## src/ipf_defs.svh

```systemverilog
// constants for the interrupt priority field block
`ifndef IPF_DEFS_SVH
`define IPF_DEFS_SVH

// byte offsets of the six priority registers on the apb port
`define IPF_OFF_CTRL4   12'h000
`define IPF_OFF_CTRL5   12'h004
`define IPF_OFF_CTRL6   12'h008
`define IPF_OFF_CTRL7   12'h00C
`define IPF_OFF_CTRL9   12'h010
`define IPF_OFF_CTRL12  12'h014

// register identifiers used by the field table
`define IPF_R4   3'h0
`define IPF_R5   3'h1
`define IPF_R6   3'h2
`define IPF_R7   3'h3
`define IPF_R9   3'h4
`define IPF_R12  3'h5

// field least significant bit positions
`define IPF_POS_HI  12
`define IPF_POS_MH  8
`define IPF_POS_ML  4
`define IPF_POS_LO  0
`define IPF_LANE_SPLIT 8

// field codes
`define IPF_PRIO_RESET 3'h4
`define IPF_PRIO_OFF   3'h0
`define IPF_PRIO_LOW   3'h1
`define IPF_PRIO_TOP   3'h7

`define IPF_NSRC 13
`define IPF_RD_MASK 32'h0000_7777

`endif

```

## src/ipf_pkg.sv

```systemverilog
// types shared by the interrupt priority field block
`default_nettype none
package ipf_pkg;
	typedef logic [2:0] ipf_level_t;
	typedef logic [3:0] ipf_src_t;
	// members run from source 12 down to source 0 so a flat vector casts in order
	typedef struct packed {
		ipf_level_t serial2_event_prio;
		ipf_level_t serial2_collision_prio;
		ipf_level_t timer3_gate_prio;
		ipf_level_t ext_irq2_prio;
		ipf_level_t uart2_rx_prio;
		ipf_level_t uart2_tx_prio;
		ipf_level_t capcmp3_prio;
		ipf_level_t timer4_prio;
		ipf_level_t ext_irq1_prio;
		ipf_level_t serial1_event_prio;
		ipf_level_t serial1_collision_prio;
		ipf_level_t comparator_prio;
		ipf_level_t pin_change_prio;
	} ipf_prio_s;
	typedef struct packed {
		logic       req;
		ipf_level_t level;
		ipf_src_t   source;
	} ipf_irq_s;
endpackage
`default_nettype wire

```

## src/ipf_prio_field.sv

```systemverilog
// one three-bit priority field, optionally absent
`timescale 1ns/1ps
`default_nettype none
`include "ipf_defs.svh"
module ipf_prio_field #(
	parameter bit                 IMPL = 1'b1,
	parameter ipf_pkg::ipf_level_t RST  = `IPF_PRIO_RESET
) (
	input  wire logic                core_clk,
	input  wire logic                rst_b,
	input  wire logic                wr_en,
	input  wire ipf_pkg::ipf_level_t wr_data,
	output logic                     [2:0] level
);
	generate
		if (IMPL) begin : g_impl
			ipf_pkg::ipf_level_t level_reg;
			ipf_pkg::ipf_level_t level_next;
			always_comb begin
				level_next = wr_en ? wr_data : level_reg;
			end
			always_ff @(posedge core_clk) begin
				if (!rst_b) begin
					level_reg <= RST;
				end else begin
					level_reg <= level_next;
				end
			end
			assign level = level_reg;
		end else begin : g_absent
			// absent field: reads zero, writes dropped
			assign level = `IPF_PRIO_OFF;
		end
	endgenerate
endmodule
`default_nettype wire

```

## src/ipf_arbiter.sv

```systemverilog
// picks the pending source with the highest priority level
`timescale 1ns/1ps
`default_nettype none
`include "ipf_defs.svh"
module ipf_arbiter #(
	parameter int NSRC = `IPF_NSRC
) (
	input  wire logic              core_clk,
	input  wire logic              rst_b,
	input  wire logic [NSRC-1:0]   pending,
	input  wire logic [3*NSRC-1:0] prio_flat,
	output ipf_pkg::ipf_irq_s      irq
);
	ipf_pkg::ipf_irq_s   irq_reg;
	ipf_pkg::ipf_irq_s   irq_next;
	ipf_pkg::ipf_level_t best_lvl;
	ipf_pkg::ipf_src_t   best_src;
	logic                any_top;
	logic                any_low;
	logic                any_above_low;
	logic                any_live;
	logic [3*NSRC-1:0]   prio_past_reg;

	always_comb begin
		best_lvl = `IPF_PRIO_OFF;
		best_src = '0;
		any_top = 1'b0;
		any_low = 1'b0;
		any_above_low = 1'b0;
		any_live = 1'b0;
		for (int i = 0; i < NSRC; i++) begin
			// strict compare: code 000 never wins, ties go to lower index
			if (pending[i] && prio_flat[3*i +: 3] > best_lvl) begin
				best_lvl = prio_flat[3*i +: 3];
				best_src = ipf_pkg::ipf_src_t'(i);
			end
			if (pending[i]) begin
				any_top = any_top | (prio_flat[3*i +: 3] == `IPF_PRIO_TOP);
				any_low = any_low | (prio_flat[3*i +: 3] == `IPF_PRIO_LOW);
				any_above_low = any_above_low | (prio_flat[3*i +: 3] > `IPF_PRIO_LOW);
				any_live = any_live | (prio_flat[3*i +: 3] != `IPF_PRIO_OFF);
			end
		end
		irq_next.req = (best_lvl != `IPF_PRIO_OFF);
		irq_next.level = best_lvl;
		irq_next.source = best_src;
	end

	always_ff @(posedge core_clk) begin
		if (!rst_b) begin
			irq_reg <= '0;
			prio_past_reg <= '0;
		end else begin
			irq_reg <= irq_next;
			prio_past_reg <= prio_flat;
		end
	end
	assign irq = irq_reg;

	property p_top_level;
		@(posedge core_clk) disable iff (!rst_b)
		any_top |=> (irq_reg.req && irq_reg.level == `IPF_PRIO_TOP);
	endproperty
	a_top_level: assert property (p_top_level) else $error("code 111 not level 7");

	property p_low_level;
		@(posedge core_clk) disable iff (!rst_b)
		(any_low && !any_above_low) |=> (irq_reg.req && irq_reg.level == `IPF_PRIO_LOW);
	endproperty
	a_low_level: assert property (p_low_level) else $error("code 001 not level 1");

	property p_disabled;
		@(posedge core_clk) disable iff (!rst_b)
		!any_live |=> !irq_reg.req;
	endproperty
	a_disabled: assert property (p_disabled) else $error("disabled source requested");

	property p_level_is_code;
		@(posedge core_clk) disable iff (!rst_b)
		irq_reg.req |-> (irq_reg.level == prio_past_reg[3*irq_reg.source +: 3]
			&& irq_reg.level != `IPF_PRIO_OFF);
	endproperty
	a_level_is_code: assert property (p_level_is_code) else $error("level not field value");
endmodule
`default_nettype wire

```

## src/ipf_top.sv

```systemverilog
// apb-reached priority registers for thirteen interrupt sources
//
// How it works
// - a field holding 111 gives its source level seven, the highest level.
// - a field holding 001 gives its source level one, the lowest live level.
// - a field holding 000 keeps its source from ever raising a request.
// - bits not holding a field read as zero and ignore writes.
// - after reset every present field holds 100, level four.
// - register 4 holds pin-change priority at 14-12 and comparator at 10-8.
// - register 4 holds serial port 1 collision at 6-4 and event at 2-0.
// - register 5 holds only external interrupt 1 priority at 2-0.
// - register 6 holds timer4 priority at 14-12 and capture/compare 3 at 6-4.
// - register 7 holds uart2 transmit at 14-12, receive at 10-8, ext irq 2 at 6-4.
// - register 9 holds only timer3 gate priority at 6-4.
// - register 12 holds serial port 2 collision at 10-8 and event at 6-4.
// - on the reduced variant the timer4, ccp3, uart2 and serial 2 fields are absent.
//
// The APB register port and the address map were decided locally.
`timescale 1ns/1ps
`default_nettype none
`include "ipf_defs.svh"
module ipf_top #(
	parameter bit VARIANT_FULL = 1'b1,
	parameter int ADDR_W       = 12
) (
	input  wire logic               core_clk,
	input  wire logic               rst_b,
	input  wire logic [ADDR_W-1:0]  paddr,
	input  wire logic               psel,
	input  wire logic               penable,
	input  wire logic               pwrite,
	input  wire logic [31:0]        pwdata,
	input  wire logic [3:0]         pstrb,
	input  wire logic [`IPF_NSRC-1:0] src_pending,
	output logic      [31:0]        prdata,
	output logic                    pready,
	output logic                    pslverr,
	output ipf_pkg::ipf_prio_s      prio_o,
	output logic                    irq_req,
	output logic      [2:0]         irq_level,
	output logic      [3:0]         irq_source
);
	localparam int NSRC = `IPF_NSRC;

	// field table, index order matches the struct from the bottom up
	localparam logic [2:0] FREG [NSRC] = '{
		`IPF_R4, `IPF_R4, `IPF_R4, `IPF_R4,
		`IPF_R5,
		`IPF_R6, `IPF_R6,
		`IPF_R7, `IPF_R7, `IPF_R7,
		`IPF_R9,
		`IPF_R12, `IPF_R12
	};
	localparam int FLSB [NSRC] = '{
		`IPF_POS_HI, `IPF_POS_MH, `IPF_POS_ML, `IPF_POS_LO,
		`IPF_POS_LO,
		`IPF_POS_HI, `IPF_POS_ML,
		`IPF_POS_HI, `IPF_POS_MH, `IPF_POS_ML,
		`IPF_POS_ML,
		`IPF_POS_MH, `IPF_POS_ML
	};
	// fields that only the full variant carries
	localparam bit FOPT [NSRC] = '{
		1'b0, 1'b0, 1'b0, 1'b0,
		1'b0,
		1'b1, 1'b1,
		1'b1, 1'b1, 1'b0,
		1'b0,
		1'b1, 1'b1
	};

	logic [31:0]          prdata_reg;
	logic [31:0]          prdata_next;
	logic                 pready_reg;
	logic                 pready_next;
	logic                 pslverr_reg;
	logic                 pslverr_next;
	logic [2:0]           reg_sel;
	logic                 reg_hit;
	logic                 wr_fire;
	logic                 rd_prep;
	logic [15:0]          rd16;
	logic [NSRC-1:0]      field_we;
	logic [3*NSRC-1:0]    prio_flat;
	ipf_pkg::ipf_irq_s    irq;

	// address decode; low address bits must be zero for a hit
	always_comb begin
		reg_sel = `IPF_R4;
		reg_hit = 1'b1;
		case (paddr)
			`IPF_OFF_CTRL4: begin
				reg_sel = `IPF_R4;
			end
			`IPF_OFF_CTRL5: begin
				reg_sel = `IPF_R5;
			end
			`IPF_OFF_CTRL6: begin
				reg_sel = `IPF_R6;
			end
			`IPF_OFF_CTRL7: begin
				reg_sel = `IPF_R7;
			end
			`IPF_OFF_CTRL9: begin
				reg_sel = `IPF_R9;
			end
			`IPF_OFF_CTRL12: begin
				reg_sel = `IPF_R12;
			end
			default: begin
				reg_hit = 1'b0;
			end
		endcase
	end

	// one wait state: pready rises in the second access cycle
	assign wr_fire = psel & penable & pwrite & pready_reg;
	assign rd_prep = psel & penable & ~pready_reg;

	// field write strobes; a lane without its strobe leaves the field alone
	always_comb begin
		for (int i = 0; i < NSRC; i++) begin
			field_we[i] = wr_fire & reg_hit & (reg_sel == FREG[i])
				& pstrb[(FLSB[i] >= `IPF_LANE_SPLIT) ? 1 : 0];
		end
	end

	genvar gi;
	generate
		for (gi = 0; gi < NSRC; gi++) begin : g_field
			ipf_prio_field #(
				.IMPL (VARIANT_FULL | !FOPT[gi]),
				.RST  (`IPF_PRIO_RESET)
			) u_field (
				.core_clk (core_clk),
				.rst_b    (rst_b),
				.wr_en    (field_we[gi]),
				.wr_data  (pwdata[FLSB[gi] +: 3]),
				.level    (prio_flat[3*gi +: 3])
			);
		end
	endgenerate

	// read mux builds only field bits, so every other bit is zero
	always_comb begin
		rd16 = '0;
		for (int i = 0; i < NSRC; i++) begin
			if (reg_sel == FREG[i]) begin
				rd16[FLSB[i] +: 3] = prio_flat[3*i +: 3];
			end
		end
	end

	always_comb begin
		pready_next = rd_prep;
		pslverr_next = rd_prep & ~reg_hit;
		prdata_next = prdata_reg;
		if (rd_prep && !pwrite) begin
			prdata_next = reg_hit ? {{16{1'b0}}, rd16} : '0;
		end
	end

	always_ff @(posedge core_clk) begin
		if (!rst_b) begin
			prdata_reg <= '0;
			pready_reg <= 1'b0;
			pslverr_reg <= 1'b0;
		end else begin
			prdata_reg <= prdata_next;
			pready_reg <= pready_next;
			pslverr_reg <= pslverr_next;
		end
	end

	ipf_arbiter #(
		.NSRC (NSRC)
	) u_arb (
		.core_clk  (core_clk),
		.rst_b     (rst_b),
		.pending   (src_pending),
		.prio_flat (prio_flat),
		.irq       (irq)
	);

	assign prdata = prdata_reg;
	assign pready = pready_reg;
	assign pslverr = pslverr_reg;
	assign prio_o = ipf_pkg::ipf_prio_s'(prio_flat);
	assign irq_req = irq.req;
	assign irq_level = irq.level;
	assign irq_source = irq.source;

	property p_read_zeros;
		@(posedge core_clk) disable iff (!rst_b)
		pready_reg |-> ((prdata_reg & ~`IPF_RD_MASK) == '0);
	endproperty
	a_read_zeros: assert property (p_read_zeros) else $error("unassigned bit read nonzero");

	// reset is synchronous, so this one may not be disabled by it
	property p_reset_value;
		@(posedge core_clk)
		!rst_b |=> (prio_o.pin_change_prio == `IPF_PRIO_RESET
			&& prio_o.ext_irq1_prio == `IPF_PRIO_RESET
			&& prio_o.timer3_gate_prio == `IPF_PRIO_RESET);
	endproperty
	a_reset_value: assert property (p_reset_value) else $error("field not 100 after reset");

	property p_ctrl4_hi;
		@(posedge core_clk) disable iff (!rst_b)
		(wr_fire && paddr == `IPF_OFF_CTRL4 && pstrb[1])
			|=> (prio_o.pin_change_prio == $past(pwdata[14:12])
			&& prio_o.comparator_prio == $past(pwdata[10:8]));
	endproperty
	a_ctrl4_hi: assert property (p_ctrl4_hi) else $error("register 4 upper fields wrong");

	property p_ctrl4_lo;
		@(posedge core_clk) disable iff (!rst_b)
		(wr_fire && paddr == `IPF_OFF_CTRL4 && pstrb[0])
			|=> (prio_o.serial1_collision_prio == $past(pwdata[6:4])
			&& prio_o.serial1_event_prio == $past(pwdata[2:0]));
	endproperty
	a_ctrl4_lo: assert property (p_ctrl4_lo) else $error("register 4 lower fields wrong");

	property p_ctrl5;
		@(posedge core_clk) disable iff (!rst_b)
		(wr_fire && paddr == `IPF_OFF_CTRL5 && pstrb[0])
			|=> prio_o.ext_irq1_prio == $past(pwdata[2:0]);
	endproperty
	a_ctrl5: assert property (p_ctrl5) else $error("register 5 field wrong");

	property p_ctrl9_keep;
		@(posedge core_clk) disable iff (!rst_b)
		!(wr_fire && paddr == `IPF_OFF_CTRL9) |=> $stable(prio_o.timer3_gate_prio);
	endproperty
	a_ctrl9_keep: assert property (p_ctrl9_keep) else $error("timer3 gate field changed");

	property p_reduced_absent;
		@(posedge core_clk) disable iff (!rst_b)
		!VARIANT_FULL |-> (prio_o.timer4_prio == '0 && prio_o.uart2_tx_prio == '0
			&& prio_o.serial2_event_prio == '0);
	endproperty
	a_reduced_absent: assert property (p_reduced_absent) else $error("absent field nonzero");

	// optional-field checks only mean something on the full variant
	property p_ctrl6;
		@(posedge core_clk) disable iff (!rst_b)
		(VARIANT_FULL && wr_fire && paddr == `IPF_OFF_CTRL6 && pstrb[1] && pstrb[0])
			|=> (prio_o.timer4_prio == $past(pwdata[14:12])
			&& prio_o.capcmp3_prio == $past(pwdata[6:4]));
	endproperty
	a_ctrl6: assert property (p_ctrl6) else $error("register 6 fields wrong");

	property p_ctrl7_hi;
		@(posedge core_clk) disable iff (!rst_b)
		(VARIANT_FULL && wr_fire && paddr == `IPF_OFF_CTRL7 && pstrb[1])
			|=> (prio_o.uart2_tx_prio == $past(pwdata[14:12])
			&& prio_o.uart2_rx_prio == $past(pwdata[10:8]));
	endproperty
	a_ctrl7_hi: assert property (p_ctrl7_hi) else $error("register 7 upper fields wrong");

	property p_ctrl7_lo;
		@(posedge core_clk) disable iff (!rst_b)
		(wr_fire && paddr == `IPF_OFF_CTRL7 && pstrb[0])
			|=> prio_o.ext_irq2_prio == $past(pwdata[6:4]);
	endproperty
	a_ctrl7_lo: assert property (p_ctrl7_lo) else $error("register 7 lower field wrong");

	property p_ctrl9_write;
		@(posedge core_clk) disable iff (!rst_b)
		(wr_fire && paddr == `IPF_OFF_CTRL9 && pstrb[0])
			|=> prio_o.timer3_gate_prio == $past(pwdata[6:4]);
	endproperty
	a_ctrl9_write: assert property (p_ctrl9_write) else $error("register 9 field wrong");

	property p_ctrl12;
		@(posedge core_clk) disable iff (!rst_b)
		(VARIANT_FULL && wr_fire && paddr == `IPF_OFF_CTRL12 && pstrb[1] && pstrb[0])
			|=> (prio_o.serial2_collision_prio == $past(pwdata[10:8])
			&& prio_o.serial2_event_prio == $past(pwdata[6:4]));
	endproperty
	a_ctrl12: assert property (p_ctrl12) else $error("register 12 fields wrong");

	// a refused write must leave every field as it was
	property p_unmapped_keep;
		@(posedge core_clk) disable iff (!rst_b)
		(wr_fire && !reg_hit) |=> $stable(prio_o);
	endproperty
	a_unmapped_keep: assert property (p_unmapped_keep) else $error("unmapped write changed a field");

	c_write4: cover property (@(posedge core_clk) disable iff (!rst_b)
		wr_fire && paddr == `IPF_OFF_CTRL4);
	c_unmapped: cover property (@(posedge core_clk) disable iff (!rst_b)
		pready_reg && pslverr_reg);
	c_top_req: cover property (@(posedge core_clk) disable iff (!rst_b)
		irq_req && irq_level == `IPF_PRIO_TOP);
	c_half_lane: cover property (@(posedge core_clk) disable iff (!rst_b)
		wr_fire && reg_hit && (pstrb[1] != pstrb[0]));
endmodule
`default_nettype wire

```

## config.mk

```make
export PLATFORM = sky130hd
export DESIGN_NAME = ipf_top
export DESIGN_NICKNAME = d
export VERILOG_FILES = /design/src/ipf_pkg.sv /design/src/ipf_prio_field.sv /design/src/ipf_arbiter.sv /design/src/ipf_top.sv
export VERILOG_INCLUDE_DIRS = /design/src
export SDC_FILE = /design/constraint.sdc
export NUM_CORES = 1
export LEC_CHECK = 0
export ABC_AREA = 1
export BUFFER_PORTS_ARGS = -buffer_cell sky130_fd_sc_hd__clkbuf_2
export CAP_MARGIN = 20
export CELL_PAD_IN_SITES_DETAIL_PLACEMENT = 0
export CELL_PAD_IN_SITES_GLOBAL_PLACEMENT = 1
export CORE_MARGIN = 4
export CORE_UTILIZATION = 38
export CTS_BUF_LIST = sky130_fd_sc_hd__clkbuf_16
export CTS_CLUSTER_SIZE = 8
export DETAILED_ROUTE_END_ITERATION = 10
export PLACE_DENSITY = 0.85
export SLEW_MARGIN = 20
export SYNTH_ARGS = -nofsm -noshare
export SYNTH_HDL_FRONTEND = slang
export SYNTH_HIERARCHICAL = 1
export SYNTH_SLANG_ARGS = --single-unit
```

## constraint.sdc

```tcl
create_clock -name core_clk -period 23.6 [get_ports core_clk]
set_input_delay 1.18 -clock core_clk [delete_from_list [all_inputs] [get_ports core_clk]]
set_output_delay 1.18 -clock core_clk [all_outputs]
set_load 0.01 [all_outputs]
```

==> key figures, run 1 <==
Run status
  – Status: finished clean

Synth
  – Adder and majority cell fraction of the synthesized area: approximately 4.8%
  – Simple-gate share of the synthesized area: between 40% and 50%
  – Mapped Cells: just over 700
  – Area share of the largest cell type after synthesis: 27.3%
  – Netlist cell types: 37
  – Synth warnings: 6
  – #FFs+latches synth: 61
  – Mean Syn Cell Area: 6.33 um^2
  – Count leader, synth: nand2_1
  – Largest family of logic cells by synthesized area: simple AND/OR/NAND/NOR gates
  – FFs w/ async S/R, synth: 0%
  – Sequential area share after synthesis: 27.3%
  – Synth Area in Compound Gates: 9.47%
  – Synth top area cells: dfxtp_1, nand2_1, inv_1
  – Post-Synthesis Cell Area: 4470 um^2
  – Synth top cells by count: nand2_1, inv_1, nor2_1
  – Post-synth EDFFs: 0
  – Mux cell area share after synthesis: 0%
  – Synth Flop Type: dfxtp_1
  – XOR/XNOR Fraction of Synth Area: 0%
  – Largest area contributor in the netlist: dfxtp_1

Layout
  – Non-filler instance count after layout: ~970
  – Max FFs per register: 39
  – Nets: 900
  – Share of cells above drive strength 1: between 20% and 30%
  – Area grow syn2layout: 19.8%
  – Antenna diode count: 0

Floorplan
  – Die area: between 10,000 and 15,000 um^2
  – Starting Density: just under 40%
  – Chip width: 116 um
  – Die height: roughly 120 um
  – Core area: about 11,000 um^2
  – I/O Pins: ~150
  – FP Rows: 39

Critical path
  – Worst R2R Path Depth: 89
  – Cell count along the critical path: 88
  – Crit-path max FO: 8
  – Startpoint Class: primary input
  – Crit-path max cell delay: between 0.3 and 0.4 ns
  – Critical path buffer and inverter count: 12
  – Worst reg2reg endpoint: u_arb/irq[7]$_SDFF_PN0_
  – CP Class: in -> reg
  – Flop-to-flop setup slack: about 9 ns
  – Top delay family on crit path: simple AND/OR/NAND/NOR gates
  – Critical Path End Type: register
  – WP data arrival: approximately 15 ns
  – CP max stage cell: or2_2
  – Worst r2r src: g_field[0].u_field/level[1]$_SDFFE_PN0P_
  – CP Data Required Time: 23.81 ns

Global routing
  – Number of global-route vias before repair: ~4,300
  – Grt total ovfl: 0
  – Largest net degree at the start of global routing: 47
  – First-pass GRT wire length: between 20 and 25 mm
  – Initial antenna violation count: 0
  – Gr usage total: roughly a fifth

Detailed routing
  – Final routed DRC violation total: 0
  – 1st-pass router iterations: 4
  – WL/cell: about 13 um
  – Drt total wl: roughly 13 mm
  – Final ANT Viol Nets: 0
  – Vias: around 4,600
  – 1st-iter DRT viols: 240
  – Vias per cell: 4.76

Place
  – HPWL Detailed: 10.2 mm
  – # placed instances: between 900 and 1,000
  – Count of buffers from port buffering: 104
  – Routability congestion estimate: roughly 0.89

Worst hold path
  – Endpoint, Worst Hold: prdata[1]$_SDFFE_PN0P_
  – Hold path cells: 2
  – Min-delay worst type: reg -> reg
  – Hold_sp: prdata[1]$_SDFFE_PN0P_

Timing
  – Max-slew headroom: 45.9%
  – Fin crit period: about 15 ns
  – Final setup TNS: 0 ns
  – Final worst-path cycle share: 63.7%
  – Fin. Hold Viols: 0
  – Worst slew pin tran: about 0.81 ns
  – Max Fclk: 66.5 MHz
  – RSZ-0062 raised after global routing: no
  – Slew Viols, Final: 0
  – Final setup vio count: 0
  – Worst Skew: around 0.0070 ns

CTS
  – Cts repair resizes: 0
  – CTS Buf Count: 9
  – Setup Fix Bufs, Post-CTS: 0
  – Root buffer cell: clkbuf_16
  – Post-CTS Hold Fix Bufs: 0
  – Clk sink count: 61
  – Clk Latency, worst-skew pair: between 0.3 and 0.4 ns
  – CTS tree: yes
  – H-tree depth: 3
  – Clk slew on worst S/H paths: about 0.06 ns
  – Clk buf depth: 2

Pwr
  – Power Density: 46.1 nW/um^2
  – LEAKAGE: between 0.002 and 0.003 uW
  – VDD IR max: between 0.03 and 0.04 mV

Job
  – Max Cap Viol: 0
==> layout by cell type, fill, tap and decap left out, types with 17 or more instances in the layout <==
master and n:
conb_1 20, ha_1 17, clkbuf_2 104, inv_1 113, dfxtp_1 61, nand3_1 52, nand2_1 194, nor2_1 88
a21oi_1 22, nand2_2 24
==> metrics by stage <==
step | util [%] | hold WS (ns) | power [uW] | area (um^2) | setup WS, ns
floorplan | - | 0.489 | 121 | 4540 | 9.93
global placement | 44.2 | 0.459 | 127 | 5070 | 8.59
detailed placement | 44.2 | 0.459 | 127 | 5070 | 8.22
CTS | 46.6 | 0.468 | 249 | 5350 | 8.57
global route | 46.6 | 0.491 | 257 | 5350 | 7.23
finish | 46.6 | 0.464 | 247 | 5350 | 8.56
==> routing by layer <==
metal  up-vias  GRT usage (%)  routed length [um]
li1       2393              -                   -
met2       108           33.7                6330
met4         0           6.26                 181
met5         -              0                   0
met3        14           3.52                 765
met1      2081           23.4                5500
==> report_power, final <==
part           switching (uW)  internal, uW
Clock                    50.3          71.3
Sequential              0.178           104
Combinational            14.0          7.29
==> how the worst max path moves through the flow <==
stage	startpoint	to	slack [ns]
after global routing	src_pending[0]	u_arb/irq[7]$_SDFF_PN0_	7.23
final	src_pending[0]	u_arb/irq[7]$_SDFF_PN0_	8.56
after floorplan	src_pending[0]	u_arb/irq[7]$_SDFF_PN0_	9.93
after detailed placement	src_pending[0]	u_arb/irq[7]$_SDFF_PN0_	8.22
after CTS	src_pending[0]	u_arb/irq[7]$_SDFF_PN0_	8.57
after global placement	src_pending[0]	u_arb/irq[7]$_SDFF_PN0_	8.59
==> tightest hold or removal path: cells and delay by family (launching register included) <==
family,cells,cell delay (ns)
simple gates,1,0.06
compound gates,1,0.06
flops,1,0.30
==> cells by family after synthesis <==
family,after synthesis
other,1
AO/OA/AOI/OAI,67
flip-flops,61
AND/OR/NAND/NOR,418
adder cells (fa/ha/maj),17
buffers and inverters,142
==> layout make-up <==
class	instances	area (um^2)
Clock buffer	9	225
Clock inverter	7	48.8
Fill cell	1236	6120
Inverter	118	443
Multi-Input combinational cell	522	2700
Sequential cell	61	1220
Tap cell	143	179
Timing Repair Buffer	105	528
Power figures use the tool's default switching activity.
==> inputs of run 2 (changes only) <==
CORE_UTILIZATION = 35   (was 38)
PLACE_DENSITY = 0.79   (was 0.85)
clock period = 15 ns   (was 23.6 ns; I/O delays follow)
==> key figures, run 2 (synthesis results as in run 1) <==
Layout
  – Antenna diode count: 0
  – Share of cells above drive strength 1: 24.2%
  – Filler cells: between 1,000 and 1,500
  – Most frequent cells in the layout: nand2_1, inv_1, clkbuf_2
  – Commonest non-fill, non-tap cell in the layout: nand2_1
  – Layout Cell Area excl Fill: roughly 5400 um^2
  – Fin util: between 40% and 50%
  – Max FFs per register: 39
  – Area grow syn2layout: 21.0%
  – Nets: 900

Critical path
  – Critical Path End Type: register
  – CP Class: reg -> reg
  – Startpoint Class: register
  – Cell mode on critical path: ha_1
  – WP data arrival: between 10 and 15 ns
  – Crit-path max FO: 8
  – CP Data Required Time: ~15 ns
  – Crit-path max cell delay: around 0.41 ns
  – CP max stage cell: dfxtp_1

Place
  – Routability congestion estimate: between 0.8 and 0.9
  – HPWL Detailed: about 10 mm
  – DP Area: between 5000 and 6000 um^2
  – Count of buffers from port buffering: around 100

Timing
  – Hold_ws: ~0.47 ns
  – Final worst-path cycle share: around nine tenths
  – Slew Viols, Final: 0
  – Worst Skew: roughly 0.0041 ns
  – Max-slew headroom: roughly two fifths
  – Worst slew pin tran: roughly 0.87 ns
  – RSZ-0062 raised after global routing: no
  – Max Fclk: around 73 MHz
  – Fin crit period: approximately 14 ns
  – Fin. Hold Viols: 0
  – Final setup vio count: 0

CTS
  – Clk slew on worst S/H paths: roughly 0.060 ns
  – Root buffer cell: clkbuf_16
  – CTS Buf Count: 9
  – Clk Latency, worst-skew pair: ~0.33 ns
  – Clk sink count: 61
  – H-tree depth: 3
  – Clk buf depth: 2
  – Post-CTS Hold Fix Bufs: 0
  – CTS tree: yes

Worst hold path
  – Min-delay worst type: reg -> reg

Pwr
  – VDD IR max: 0.0559 mV
  – Tot Pwr: ~400 uW
  – LEAKAGE: around 0.0028 uW
  – Power Density: between 70 and 80 nW/um^2

Detailed routing
  – Final routed DRC violation total: 0
  – 1st-iter DRT viols: 190
  – Vias: around 4,600
  – Final ANT Viol Nets: 0
  – WL/cell: about 13 um
  – 1st-pass router iterations: 5
  – Vias per cell: 4.62
  – Drt total wl: 13.0 mm

Job
  – Max Cap Viol: 0

Global routing
  – Met2 Use GR: a little under a third
  – Met3 Usage GRT: around 3.7%
  – Gr usage total: about 18%
  – Initial antenna violation count: 0
  – Number of global-route vias before repair: about 4,300
  – Largest net degree at the start of global routing: between 40 and 50
  – Met1 usage: a little over a fifth
  – Global routing's busiest layer: met2
  – Grt total ovfl: 0
  – First-pass GRT wire length: a little over 20 mm

Floorplan
  – Starting Density: 36.4%
  – Core area: 12,300 um^2
  – Chip width: between 100 and 150 um
  – Die height: ~120 um
  – FP Rows: 40
  – Die area: 14,600 um^2
  – I/O Pins: between 100 and 150

Run status
  – Status: finished clean
-- run 2: cell count changes in the layout (fill, tap and decap cells not counted), sizes merged --
cell | before | now
bufinv | 0 | 1
clkinv | 5 | 2
clkinvlp | 0 | 2
-- run 2: path summary, 6_finish.rpt --
check                                                              start                 endpoint  slack (ns)  cells past startpoint
worst max-delay path            g_field[0].u_field/level[0]$_SDFFE_PN0P_  u_arb/irq[7]$_SDFF_PN0_        1.22                     91
worst min-delay path                              prdata[6]$_SDFFE_PN0P_   prdata[6]$_SDFFE_PN0P_        0.47                      2
worst max register to register  g_field[0].u_field/level[0]$_SDFFE_PN0P_  u_arb/irq[7]$_SDFF_PN0_        1.22                     91
worst min register to register                    prdata[6]$_SDFFE_PN0P_   prdata[6]$_SDFFE_PN0P_        0.47                      2
-- run 2: power by group --
group,total (uW),switching (uW),internal [uW]
clock network,205,77.6,128
registers,163,0.297,163
logic,33.5,22.0,11.5
-- run 2: timing repair --
item,in CTS,in global routing
gates resized for setup,0,11
setup endpoints to repair,0,8
buffers inserted,0,0
-- run 2: stage by stage --
step	setup TNS (ns)	worst slack [ns]	cells
floorplan	0	1.76	725
global placement	0	0.379	974
detailed placement	-0.0113	-0.0113	974
CTS	0	0.275	990
global route	0	0.00421	990
finish	0	1.22	990
-- run 2: area by class of cell --
cell class	count	area, um^2	share of cell area [%]
clock buffer	9	225	4.17
clock inverter	7	66.3	1.23
inverter	118	443	8.20
multi-input combinational	522	2710	50.1
sequential	61	1220	22.6
tap	168	210	3.89
timing repair buffer	105	528	9.77
-- run 2: worst max-delay path, delay by kind of cell, from the launching register on --
kind            cells  cell delay, ns
flops               1            0.41
compound gates     21            3.42
fa+ha+maj          12            3.24
simple gates       46            5.68
buf+inv            12            0.89
-- run 2: per-layer routing --
metal | wire [um] | share of wire [%] | up-vias
met2 | 6360 | 49 | 104
met4 | 201 | 1.5 | 0
met1 | 5830 | 45 | 2068
met3 | 632 | 4.9 | 13
met5 | 0 | 0 | -
li1 | - | - | 2393
